--- src/common/cel_regs.vh ---
`ifndef CEL_REGS_VH
`define CEL_REGS_VH

// register byte offsets
`define CEL_OFS_CTRL 10'h000
`define CEL_OFS_SETUP 10'h004
`define CEL_OFS_ALARM 10'h008
`define CEL_OFS_STOP 10'h00C
`define CEL_OFS_ERRCODE 10'h010
`define CEL_OFS_STATUS 10'h014
`define CEL_OFS_LOG 10'h100

// control word fields
`define CEL_CTRL_RUN_REQ 0
`define CEL_CTRL_MONITOR 1
`define CEL_CTRL_OUT_OFF 2
`define CEL_CTRL_IOM_HOLD 3
`define CEL_CTRL_PWROFF_INT_EN 4
`define CEL_CTRL_LOG_PTR_RST 14
`define CEL_CTRL_RST_VAL 5'h00

// setup word 83 image, bit 15 startup condition
`define CEL_SETUP_NOWAIT 15
`define CEL_SETUP_RST_VAL 16'h0000

// status word fields
`define CEL_STAT_STATE_LSB 0
`define CEL_STAT_COUNT_LSB 8
`define CEL_STAT_NONFATAL 13
`define CEL_STAT_TOOL_EN 14

// error log geometry
`define CEL_LOG_RECORDS 20
`define CEL_LOG_WORDS 5

// error code bases
`define CEL_CODE_ALARM_BASE 16'h4100
`define CEL_CODE_STOP_BASE 16'hC100
`define CEL_CODE_BUS_UNIT 16'h0200
`define CEL_CODE_SPECIAL_UNIT 16'h0300
`define CEL_CODE_BUS_SET 16'h0400
`define CEL_CODE_SPECIAL_SET 16'h0500
`define CEL_CODE_BATTERY 16'h00F7

// error categories held in record word 4
`define CEL_CAT_NONFATAL 16'h0001
`define CEL_CAT_FATAL 16'h0002

// error lamp flash timing
`define CEL_CLK_MHZ 100
`define CEL_BLINK_HALF_MS 500
`define CEL_BLINK_HALF_CYC (`CEL_BLINK_HALF_MS * 1000 * `CEL_CLK_MHZ)

`endif

--- src/rtl/cel_log_store.v ---
`timescale 1ns/10ps
`default_nettype none

module cel_log_store #(
   parameter RECORDS = 20,
   parameter WORDS = 5
) (
   input wire clk_sys,
   input wire rstn,
   input wire push,
   input wire clearPtr,
   input wire [16*WORDS-1:0] record,
   input wire [6:0] rdIndex,
   output reg [15:0] rdData,
   output reg [4:0] count
);
   localparam TOTAL = RECORDS * WORDS;

   reg [15:0] mem [0:TOTAL-1];
   integer i;

   // newest record sits at words 0..4, oldest falls off the end
   always @(posedge clk_sys or negedge rstn) begin
      if (!rstn) begin
         for (i = 0; i < TOTAL; i = i + 1) begin
            mem[i] <= 16'h0000;
         end
      end else if (push) begin
         for (i = TOTAL - 1; i >= WORDS; i = i - 1) begin
            mem[i] <= mem[i - WORDS]; // [RULE23] [RULE5]
         end
         for (i = 0; i < WORDS; i = i + 1) begin
            mem[i] <= record[16*i +: 16]; // [RULE1]
         end
      end
   end

   // pointer reset leaves the stored words alone
   always @(posedge clk_sys or negedge rstn) begin
      if (!rstn) begin
         count <= 5'h00;
      end else if (clearPtr) begin
         count <= push ? 5'h01 : 5'h00; // [RULE6]
      end else if (push && (count < RECORDS[4:0])) begin
         count <= count + 5'h01; // [RULE1]
      end
   end

   always @* begin
      rdData = 16'h0000;
      if (rdIndex < TOTAL[6:0]) begin
         rdData = mem[rdIndex];
      end
   end
endmodule // cel_log_store

`default_nettype wire

--- src/rtl/cel_lamp_ctrl.v ---
`timescale 1ns/10ps
`default_nettype none

module cel_lamp_ctrl #(
   parameter [31:0] BLINK_HALF_CYC = 32'd50000000
) (
   input wire clk_sys,
   input wire rstn,
   input wire inRun,
   input wire inFatal,
   input wire inCpuErr,
   input wire inReset,
   input wire nonFatal,
   input wire outOff,
   input wire toolCommErr,
   input wire serialCommErr,
   output reg runLamp,
   output reg errorLamp,
   output reg outputInhibitLamp,
   output reg toolPortLamp,
   output reg serialPortLamp
);
   reg [31:0] blinkCount;
   reg blink;
   wire dark = inCpuErr | inReset;

   always @(posedge clk_sys or negedge rstn) begin
      if (!rstn) begin
         blinkCount <= 32'h0;
         blink <= 1'b0;
      end else if (blinkCount >= BLINK_HALF_CYC - 32'h1) begin
         blinkCount <= 32'h0;
         blink <= ~blink;
      end else begin
         blinkCount <= blinkCount + 32'h1;
      end
   end

   always @(posedge clk_sys or negedge rstn) begin
      if (!rstn) begin
         {runLamp, errorLamp, outputInhibitLamp, toolPortLamp, serialPortLamp} <= 5'h00;
      end else begin
         runLamp <= inRun; // [RULE8] [RULE9] [RULE10]
         if (inCpuErr || inFatal) begin
            errorLamp <= 1'b1; // [RULE9] [RULE11] [RULE12]
         end else if (inRun && nonFatal) begin
            errorLamp <= blink; // [RULE8]
         end else begin
            errorLamp <= 1'b0; // [RULE10] [RULE13]
         end
         outputInhibitLamp <= outOff & ~dark; // [RULE8] [RULE13]
         toolPortLamp <= ~dark & ~toolCommErr; // [RULE8]
         serialPortLamp <= ~dark & ~serialCommErr; // [RULE8]
      end
   end
endmodule // cel_lamp_ctrl

`default_nettype wire

--- src/rtl/cel_error_log.v ---
// Behaviour
// RULE1: each error logs code, contents and time; at most 20 records. Only the most serious error of a cycle is logged.
// RULE2: user alarm n (1..511) logs non-fatal code 4100h plus n.
// RULE3: user stop n (1..511) logs fatal code C100h plus n.
// RULE4: user alarm lets execution go on; user stop halts it.
// RULE5: when full, oldest record drops; newest goes to first slot.
// RULE6: log pointer reset empties the log view, keeps record contents.
// RULE7: simultaneous errors put only the most serious code in the code word.
// RULE8: non-fatal: running, run lamp on, error lamp flashes, other lamps live.
// RULE9: fatal: stopped, run lamp off, error lamp steady.
// RULE10: standby: not running, run and error lamps off.
// RULE11: watchdog failure: stopped, error lamp on, no tool, no logging.
// RULE12: fatal error lamps as watchdog failure, but tool still accepted; output-off and port lamps stay live in fatal, dark on watchdog.
// RULE13: reset state: stopped, lamps off, no tool, no logging.
// RULE14: reset state on rack unpowered, control unit miswired or cable reversed.
// RULE15: rack power loss halts program, raises power-off interrupt if enabled.
// RULE16: rack power return runs full startup instead of resuming.
// RULE17: startup in run mode waits in standby until all units detected.
// RULE18: standby when a bus unit fails to start or a unit is missing.
// RULE19: setup word 83 bit 15 chooses wait for units (0) or no wait (1).
// RULE20: unit and battery faults log non-fatal codes with unit number; the battery code 00F7h is logged with no unit number.
// RULE21: unit setting faults log non-fatal codes carrying the unit number.
// RULE22: fatal other than user stop clears memory, or on hold forces outputs off.
// RULE23: records are five words; insert shifts all records one slot atomically.
`timescale 1ns/10ps
`default_nettype none
`include "cel_regs.vh"

module cel_error_log #(
   parameter [31:0] BLINK_HALF_CYC = `CEL_BLINK_HALF_CYC
) (
   input wire clk_sys,
   input wire rstn,
   input wire [9:0] avs_address,
   input wire avs_read,
   input wire avs_write,
   input wire [31:0] avs_writedata,
   input wire [3:0] avs_byteenable,
   output reg [31:0] avs_readdata,
   output reg avs_waitrequest,
   input wire rackPowerLost,
   input wire ioCtrlMiswired,
   input wire rackCableReversed,
   input wire watchdogExpired,
   input wire unitsDetected,
   input wire busUnitStartFail,
   input wire specialUnitMissing,
   input wire busUnitErr,
   input wire specialUnitErr,
   input wire busUnitSetErr,
   input wire specialUnitSetErr,
   input wire [7:0] unitNum,
   input wire batteryErr,
   input wire fatalSysErr,
   input wire [15:0] fatalSysCode,
   input wire toolCommErr,
   input wire serialCommErr,
   output wire runLamp,
   output wire errorLamp,
   output wire outputInhibitLamp,
   output wire toolPortLamp,
   output wire serialPortLamp,
   output reg programRun,
   output reg toolConnectEnable,
   output reg powerOffIrq,
   output reg ioMemClear,
   output reg outputsForcedOff
);
   localparam ST_RESET = 5'h01;
   localparam ST_STANDBY = 5'h02;
   localparam ST_RUN = 5'h04;
   localparam ST_FATAL = 5'h08;
   localparam ST_CPUERR = 5'h10;

   function [15:0] numCode;
      input [15:0] base;
      input [8:0] num;
      begin
         numCode = base + {7'h00, num};
      end
   endfunction

   function [31:0] beMerge;
      input [31:0] old;
      input [31:0] data;
      input [3:0] be;
      integer k;
      begin
         beMerge = old;
         for (k = 0; k < 4; k = k + 1) begin
            if (be[k]) begin
               beMerge[8*k +: 8] = data[8*k +: 8];
            end
         end
      end
   endfunction

   // pin synchronisers: stage A feeds only stage B
   reg [3:0] pinSyncA;
   reg [3:0] pinSyncB;
   reg rackLostPrev;
   always @(posedge clk_sys or negedge rstn) begin
      if (!rstn) begin
         pinSyncA <= 4'h0;
         pinSyncB <= 4'h0;
         rackLostPrev <= 1'b0;
      end else begin
         pinSyncA <= {watchdogExpired, rackCableReversed, ioCtrlMiswired, rackPowerLost};
         pinSyncB <= pinSyncA;
         rackLostPrev <= pinSyncB[0];
      end
   end
   wire rackLost = pinSyncB[0];
   wire resetCause = pinSyncB[0] | pinSyncB[1] | pinSyncB[2]; // [RULE14]
   wire wdogFail = pinSyncB[3];

   // bus handshake: one wait cycle, then the transfer completes
   wire busReq = avs_read | avs_write;
   wire busDone = busReq & ~avs_waitrequest;
   wire wrDone = avs_write & busDone;
   wire [7:0] wordAddr = avs_address[9:2];

   reg [4:0] ctrl;
   reg [15:0] setup;
   reg [15:0] errCode;
   reg nonFatalPend;
   reg fatalByStop;
   reg [4:0] state;
   reg [4:0] next_state;
   reg [31:0] timeStamp;

   wire wrCtrl = wrDone && (wordAddr == `CEL_OFS_CTRL >> 2);
   wire wrSetup = wrDone && (wordAddr == `CEL_OFS_SETUP >> 2);
   wire wrAlarm = wrDone && (wordAddr == `CEL_OFS_ALARM >> 2) && (&avs_byteenable[1:0]);
   wire wrStop = wrDone && (wordAddr == `CEL_OFS_STOP >> 2) && (&avs_byteenable[1:0]);
   wire wrErrClr = wrDone && (wordAddr == `CEL_OFS_ERRCODE >> 2);
   wire [31:0] ctrlNew = beMerge({27'h0, ctrl}, avs_writedata, avs_byteenable);
   wire logPtrRst = wrCtrl && ctrlNew[`CEL_CTRL_LOG_PTR_RST]; // [RULE6]

   wire [8:0] instrNum = avs_writedata[8:0];
   wire alarmEvt = wrAlarm && (instrNum != 9'h000); // [RULE2]
   wire stopEvt = wrStop && (instrNum != 9'h000); // [RULE3]

   // pick the most serious of the errors raised this cycle
   reg anyEvt;
   reg bestFatal;
   reg [15:0] bestCode;
   reg [15:0] bestInfo;
   always @* begin
      anyEvt = 1'b0;
      bestFatal = 1'b0;
      bestCode = 16'h0000;
      bestInfo = 16'h0000;
      if (batteryErr) begin
         anyEvt = 1'b1;
         bestCode = `CEL_CODE_BATTERY; // [RULE20]
      end
      if (busUnitErr && numCode(`CEL_CODE_BUS_UNIT, {5'h00, unitNum[3:0]}) >= bestCode) begin
         anyEvt = 1'b1;
         bestCode = numCode(`CEL_CODE_BUS_UNIT, {5'h00, unitNum[3:0]}); // [RULE20]
         bestInfo = {8'h00, unitNum};
      end
      if (specialUnitErr && numCode(`CEL_CODE_SPECIAL_UNIT, {1'b0, unitNum}) >= bestCode) begin
         anyEvt = 1'b1;
         bestCode = numCode(`CEL_CODE_SPECIAL_UNIT, {1'b0, unitNum}); // [RULE20]
         bestInfo = {8'h00, unitNum};
      end
      if (busUnitSetErr && numCode(`CEL_CODE_BUS_SET, {5'h00, unitNum[3:0]}) >= bestCode) begin
         anyEvt = 1'b1;
         bestCode = numCode(`CEL_CODE_BUS_SET, {5'h00, unitNum[3:0]}); // [RULE21]
         bestInfo = {8'h00, unitNum};
      end
      if (specialUnitSetErr && numCode(`CEL_CODE_SPECIAL_SET, {1'b0, unitNum}) >= bestCode) begin
         anyEvt = 1'b1;
         bestCode = numCode(`CEL_CODE_SPECIAL_SET, {1'b0, unitNum}); // [RULE21]
         bestInfo = {8'h00, unitNum};
      end
      if (alarmEvt && numCode(`CEL_CODE_ALARM_BASE, instrNum) >= bestCode) begin
         anyEvt = 1'b1;
         bestCode = numCode(`CEL_CODE_ALARM_BASE, instrNum); // [RULE2] [RULE7]
         bestInfo = {7'h00, instrNum};
      end
      if (fatalSysErr && fatalSysCode >= bestCode) begin
         anyEvt = 1'b1;
         bestFatal = 1'b1;
         bestCode = fatalSysCode; // [RULE7]
         bestInfo = 16'h0000;
      end
      if (stopEvt && numCode(`CEL_CODE_STOP_BASE, instrNum) >= bestCode) begin
         anyEvt = 1'b1;
         bestFatal = 1'b1;
         bestCode = numCode(`CEL_CODE_STOP_BASE, instrNum); // [RULE3] [RULE7]
         bestInfo = {7'h00, instrNum};
      end
   end

   // nothing is logged in reset state or after a watchdog failure
   wire logAllowed = ~(state[4] | state[0]) & ~wdogFail & ~resetCause; // [RULE11] [RULE13]
   wire logPush = anyEvt & logAllowed; // [RULE1]
   wire fatalEvt = logPush & bestFatal;
   wire [79:0] logRecord = {
      bestFatal ? `CEL_CAT_FATAL : `CEL_CAT_NONFATAL,
      timeStamp[31:16], timeStamp[15:0], bestInfo, bestCode}; // [RULE23]

   wire [9:0] logOffset = {2'b00, wordAddr} - (`CEL_OFS_LOG >> 2);
   wire [15:0] logRdData;
   wire [4:0] logCount;

   cel_log_store #(
      .RECORDS(`CEL_LOG_RECORDS),
      .WORDS(`CEL_LOG_WORDS)
   ) u_store (
      .clk_sys(clk_sys),
      .rstn(rstn),
      .push(logPush),
      .clearPtr(logPtrRst),
      .record(logRecord),
      .rdIndex(logOffset[6:0]),
      .rdData(logRdData),
      .count(logCount)
   );

   // operating state
   always @* begin
      next_state = state;
      if (state == ST_CPUERR || wdogFail) begin
         next_state = ST_CPUERR; // [RULE11]
      end else if (resetCause) begin
         next_state = ST_RESET; // [RULE14] [RULE15]
      end else begin
         case (state)
            ST_RESET: begin
               next_state = ST_STANDBY; // [RULE16]
            end
            ST_STANDBY: begin
               if (ctrl[`CEL_CTRL_RUN_REQ] && !busUnitStartFail && !specialUnitMissing &&
                   (unitsDetected || setup[`CEL_SETUP_NOWAIT])) begin
                  next_state = ST_RUN; // [RULE17] [RULE18] [RULE19]
               end
            end
            ST_RUN: begin
               if (fatalEvt) begin
                  next_state = ST_FATAL; // [RULE4] [RULE9]
               end else if (!ctrl[`CEL_CTRL_RUN_REQ]) begin
                  next_state = ST_STANDBY;
               end
            end
            ST_FATAL: begin
               if (wrErrClr) begin
                  next_state = ST_STANDBY;
               end
            end
            default: begin
               next_state = ST_STANDBY;
            end
         endcase
      end
   end

   always @(posedge clk_sys or negedge rstn) begin
      if (!rstn) begin
         state <= ST_STANDBY;
         programRun <= 1'b0;
         toolConnectEnable <= 1'b0;
         powerOffIrq <= 1'b0;
         ioMemClear <= 1'b0;
         fatalByStop <= 1'b0;
         outputsForcedOff <= 1'b0;
         timeStamp <= 32'h0;
      end else begin
         state <= next_state;
         timeStamp <= timeStamp + 32'h1;
         programRun <= (next_state == ST_RUN); // [RULE4] [RULE10] [RULE15]
         toolConnectEnable <= !(next_state == ST_CPUERR || next_state == ST_RESET); // [RULE12]
         powerOffIrq <= rackLost && !rackLostPrev && state == ST_RUN &&
                        ctrl[`CEL_CTRL_PWROFF_INT_EN]; // [RULE15]
         ioMemClear <= state != ST_FATAL && next_state == ST_FATAL && !stopEvt &&
                       !ctrl[`CEL_CTRL_IOM_HOLD]; // [RULE22]
         if (state != ST_FATAL && next_state == ST_FATAL) begin
            fatalByStop <= stopEvt;
         end
         outputsForcedOff <= next_state == ST_FATAL && ctrl[`CEL_CTRL_IOM_HOLD] &&
                             !((state == ST_FATAL) ? fatalByStop : stopEvt); // [RULE22]
      end
   end

   // software registers; a new error wins over a clear in the same cycle
   always @(posedge clk_sys or negedge rstn) begin
      if (!rstn) begin
         ctrl <= `CEL_CTRL_RST_VAL;
         setup <= `CEL_SETUP_RST_VAL;
         errCode <= 16'h0000;
         nonFatalPend <= 1'b0;
      end else begin
         if (wrCtrl) begin
            ctrl <= ctrlNew[4:0];
         end
         if (wrSetup) begin
            setup <= {avs_byteenable[1] ? avs_writedata[15] : setup[15], 15'h0000}; // [RULE19]
         end
         if (logPush && (bestCode > errCode || wrErrClr)) begin
            errCode <= bestCode; // [RULE7]
         end else if (wrErrClr) begin
            errCode <= 16'h0000;
         end
         if (logPush && !bestFatal) begin
            nonFatalPend <= 1'b1; // [RULE8]
         end else if (wrErrClr) begin
            nonFatalPend <= 1'b0;
         end
      end
   end

   // read mux and wait-state generation
   reg [31:0] rdValue;
   always @* begin
      rdValue = 32'h0;
      case (wordAddr)
         `CEL_OFS_CTRL >> 2: rdValue = {27'h0, ctrl};
         `CEL_OFS_SETUP >> 2: rdValue = {16'h0000, setup};
         `CEL_OFS_ERRCODE >> 2: rdValue = {16'h0000, errCode};
         `CEL_OFS_STATUS >> 2: rdValue = {17'h0, toolConnectEnable, nonFatalPend,
                                          logCount, 3'h0, state};
         default: begin
            if (wordAddr >= (`CEL_OFS_LOG >> 2)) begin
               rdValue = {16'h0000, logRdData};
            end
         end
      endcase
   end

   always @(posedge clk_sys or negedge rstn) begin
      if (!rstn) begin
         avs_waitrequest <= 1'b1;
         avs_readdata <= 32'h0;
      end else begin
         avs_waitrequest <= ~(busReq & avs_waitrequest);
         if (avs_read && avs_waitrequest) begin
            avs_readdata <= rdValue;
         end
      end
   end

   cel_lamp_ctrl #(
      .BLINK_HALF_CYC(BLINK_HALF_CYC)
   ) u_lamps (
      .clk_sys(clk_sys),
      .rstn(rstn),
      .inRun(state == ST_RUN),
      .inFatal(state == ST_FATAL),
      .inCpuErr(state == ST_CPUERR),
      .inReset(state == ST_RESET),
      .nonFatal(nonFatalPend),
      .outOff(ctrl[`CEL_CTRL_OUT_OFF]),
      .toolCommErr(toolCommErr),
      .serialCommErr(serialCommErr),
      .runLamp(runLamp),
      .errorLamp(errorLamp),
      .outputInhibitLamp(outputInhibitLamp),
      .toolPortLamp(toolPortLamp),
      .serialPortLamp(serialPortLamp)
   );
endmodule // cel_error_log

`default_nettype wire

--- config.mk ---
export PLATFORM = sky130hd
export DESIGN_NAME = cel_error_log
export DESIGN_NICKNAME = d
export VERILOG_FILES = /design/src/rtl/cel_log_store.v /design/src/rtl/cel_lamp_ctrl.v /design/src/rtl/cel_error_log.v
export VERILOG_INCLUDE_DIRS = /design/src /design/src/common
export SDC_FILE = /design/constraint.sdc
export NUM_CORES = 2
export LEC_CHECK = 0
export CELL_PAD_IN_SITES_DETAIL_PLACEMENT = 0
export CELL_PAD_IN_SITES_GLOBAL_PLACEMENT = 1
export CORE_UTILIZATION = 60
export DETAILED_ROUTE_END_ITERATION = 7
export DONT_BUFFER_PORTS = 1
export PLACE_DENSITY_LB_ADDON = 0.1
export RECOVER_POWER = 100
export SYNTH_ARGS = -nofsm -noshare
export SYNTH_HDL_FRONTEND = slang
export SYNTH_HIERARCHICAL = 1
export SYNTH_SLANG_ARGS = --single-unit
--- constraint.sdc ---
create_clock -name clk_sys -period 19.36 [get_ports clk_sys]
set_input_delay 0 -clock clk_sys [delete_from_list [all_inputs] [get_ports clk_sys]]
set_output_delay 0 -clock clk_sys [all_outputs]
set_load 0.02 [all_outputs]
==> impl_metrics.toml <==
[grt]
grt_most_used_layer = "met2"
gr-usage-met3_pct = 3.913
use_met1_pct = 38.08
first_global_vias = 46414
pin_count_of_the_biggest_net_entering_global_routing = 392
grt_antenna_before_repair = 3
grt_overflow_total = 0
gr_util_met2_pct = 41.90
grt_usage_pct = 26.28
wire_length_of_the_first_global_routing_pass_um = 277300

[synth]
synth.avg_cell_area_sq_um = 15.62
synth.cell_area_sq_um = 79530
async_set_reset_flop_share_out_of_synthesis_pct = 100.0
post_synth_inst_count = 5092
synth-edff-count = 0
synthDistinctLibCells = 88
synth-warning-count = 6
synth_top_flop_cell = "dfrtp_1"
yosys_register_bits = 1735
part_of_the_yosys_area_used_for_sequential_elements_pct = 54.59

[power_and_ir_drop]
power.switching_fraction_pct = 22.48
pwr-share-comb_pct = 5.5
power.share.clock_pct = 45.0
power_frac_seq_pct = 49.5
internal_power_mw = 6.005
peakVddDrop_mv = 0.08310
totalPowerFinal_mw = 7.747
leakage_power_total_nw = 41.32
powerDensity_nw_per_um2 = 88.31
switching_power_mw = 1.742

[cts]
htree_levels = 4
clock_insertion_delay_worst_skew_ns = 0.81
cts_tree = "yes"
ctsHoldBuffers = 104
cts_root_buf = "clkbuf_16"
post-cts-setup-buffer-count = 0
numClockSinks = 1735
cts_buffers = 181
post_cts_sizing_count = 0
cts.clk_slew.worst_paths_ns = 0.06
clockBufferDepth = 3

[setup_path]
timing.critical_path.max_delay_family = "compound AO/OA/AOI/OAI gates"
worst_ep_required_time_ns = 20.05
r2r-end = "errCode[3]"
regToRegSetupSlack_ns = 5.71
timing.critical_path.fanout_max = 33
critical_path.max_stage_delay_ns = 2.12
critical_path.endpoint = "errCode[3]"
worst_path_max_delay_cell = "o21ai_0"
crit_start = "avs_address[5]"
worstSetupStartpointType = "input port"
cpMostUsedCell = "dlygate4sd3_1"
worst_r2r_path_cells = 29
worstPathArrival_ns = 14.66
path_buf_inv = 8
timing.setup.critical_path_class = "input port to register"
critical_path.endpoint_type = "register"
critical_path_cell_count = 32
worst_flop_to_flop_path_startpoint = "avs_waitrequest"

[floorplan]
floorplan.die.width_um = 366.1
die_height_um = 366.1
initial_cell_density_of_the_core_pct = 60.50
floorplan.die_area_sq_um = 134000
rows = 133
core_region_area_sq_um = 131500
boundaryPins = 132

[sta]
transition_time_at_the_pin_with_the_least_slew_margin_ns = 12.11
max-slew-margin-rel_pct = -707.3
drv_slew = 2176
setup_tns_ns = 0
final-hold-violation-count = 0
fin_skew_ns = 0.03196
setup_viol_count_final = 0
fin_worst_hold_slack_ns = 0.05394
timing.final.crit_share_pct = 72.17
maximum_operating_frequency_mhz = 71.57
timing.final.crit_period_ns = 13.97
rsz_0062_raised_after_global_routing = "no"

[min_path]
worstHoldPathType = "input port to register"
min_path_cells = 4

[route]
routed-via-count = 43898
detail_route.iter0.violations = 3269
routed_wire_length_per_instance_um = 24.26
detailedRoute.firstPassIterationCount = 5
remaining_drc_errors = 0
vias_per_cell = 6.252
postRouteWirelength_um = 170300
detail-route-antenna-nets = 0

[final_layout]
design.final.nets = 5245
layout.cells.most_common_list = "1,733 x dfrtp_1, 1,638 x mux2_2, 432 x mux4_2, 187 x clkbuf_16, 125 x nand2_1"
final_cell_area_sq_um = 87720
layout_commonest_cell = "dfrtp_1"
area.growth.synth_to_final_pct = 10.29
filler_cell_count = 9233
fraction_of_layout_instances_using_a_drive_strength_above_1_pct = 45.93
final_core_util_pct = 66.72

[placed_design]
dpl.hpwl_um = 100200
placement.cell_area_sq_um = 80780
routabilityCongestion = 0.8548
io_buffer_count = 0

[flow_run]
maxCapViolations = 19

[run_status]
status = "finished, violations left"
violations = "capacitance limit, slew limit"
==> metrics by stage <==
step | setup slack [ns] | std cells
global route | 4.352 | 7020
finish | 5.387 | 7021
global placement | 10.73 | 6581
floorplan | 12.25 | 5133
CTS | 9.281 | 7018
detailed placement | 10.84 | 6581
==> per-layer routing <==
metal	routed length, um	part of all wire (%)
met1	76590	45
met2	83120	49
met3	6378	3.7
met4	4196	2.5
met5	13	0.0076
==> synth_stat cells, types with 6 or more instances <==
master / number / share of area (%)
a211oi_1: 12 / 0.11
a21oi_1: 54 / 0.34
a221oi_1: 27 / 0.30
a22o_1: 18 / 0.20
a22oi_1: 29 / 0.27
a32oi_1: 12 / 0.13
and2_1: 7 / 0.055
and3_1: 17 / 0.13
and4_1: 10 / 0.11
buf_1: 12 / 0.057
buf_2: 57 / 0.36
buf_4: 39 / 0.37
buf_6: 17 / 0.24
clkbuf_1: 230 / 1.1
dfrtp_1: 1733 / 55
ha_1: 41 / 0.64
inv_1: 64 / 0.30
mux2_2: 1638 / 23
mux2i_1: 85 / 1.1
mux4_2: 432 / 12
nand2_1: 125 / 0.59
nand3_1: 45 / 0.28
nand4_1: 12 / 0.094
nor2_1: 73 / 0.34
nor2b_1: 13 / 0.10
nor3_1: 17 / 0.11
nor4_1: 9 / 0.071
o211ai_1: 9 / 0.085
o21ai_0: 37 / 0.23
o22ai_1: 12 / 0.094
o31ai_1: 12 / 0.11
or2_2: 6 / 0.047
or3_1: 17 / 0.13
or4_1: 14 / 0.13
xnor2_1: 31 / 0.34
xor2_1: 15 / 0.17
==> state kept, by name, indices dropped and copies added, names as in the netlist, 4 cells and up <==
name and cells:
errCode 16, ctrl 5, u_store/count 5, pinSyncB 4
state 5, pinSyncA 4, u_lamps/blinkCount 32, timeStamp 32
avs_readdata 16, u_store/mem 1600
==> how the worst min path moves through the flow <==
stage	from	end	slack, ns
global placement	rstn	u_lamps/blinkCount[23]	-0.29
CTS	avs_address[2]	u_store/mem[1520]	0.006
finish	avs_address[7]	avs_readdata[0]	0.05
global route	avs_address[7]	avs_readdata[8]	0.04
floorplan	rstn	avs_readdata[0]	-0.30
detailed placement	rstn	u_lamps/blinkCount[23]	-0.29
==> cell type report <==
type | count | area, sq um | area share [%]
Multi-Input combinational cell | 2975 | 34280 | 39.08
Antenna cell | 1 | 2.502 | 0.002853
Clock buffer | 278 | 5482 | 6.249
Tap cell | 1755 | 2196 | 2.503
Inverter | 67 | 256.5 | 0.2924
Clock inverter | 55 | 558.0 | 0.6362
Sequential cell | 1735 | 43420 | 49.50
Timing Repair Buffer | 155 | 1525 | 1.739
==> cells by family after synthesis <==
family / count (synthesis) / synth area share [%]
adder cells (fa/ha/maj): 41 / 0.6450
AND/OR/NAND/NOR: 398 / 2.552
other: 2 / 0.009443
AO/OA/AOI/OAI: 288 / 2.690
XOR/XNOR: 46 / 0.5066
multiplexers: 2159 / 36.57
flip-flops: 1735 / 54.59
buffers and inverters: 423 / 2.435
==> worst reg2reg max path: cells and delay by family (launching register included) <==
family,cells,cell delay [ns]
AOI/OAI and AO/OA,10,6.36
DFF,1,0.71
buffers and inverters,5,2.49
adders and majority gates,3,1.05
and+or+nand+nor,8,1.91
muxes,3,1.03
==> power by group through the flow <==
stage	clock network (mW)	registers (mW)	logic (mW)
CTS	3.58	3.83	0.424
global route	3.72	3.84	0.459
global placement	0	3.89	0.389
floorplan	0	3.85	0.305
detailed placement	0	3.90	0.394
finish	3.49	3.83	0.425
No activity file was read; power rests on OpenSTA's default activity.
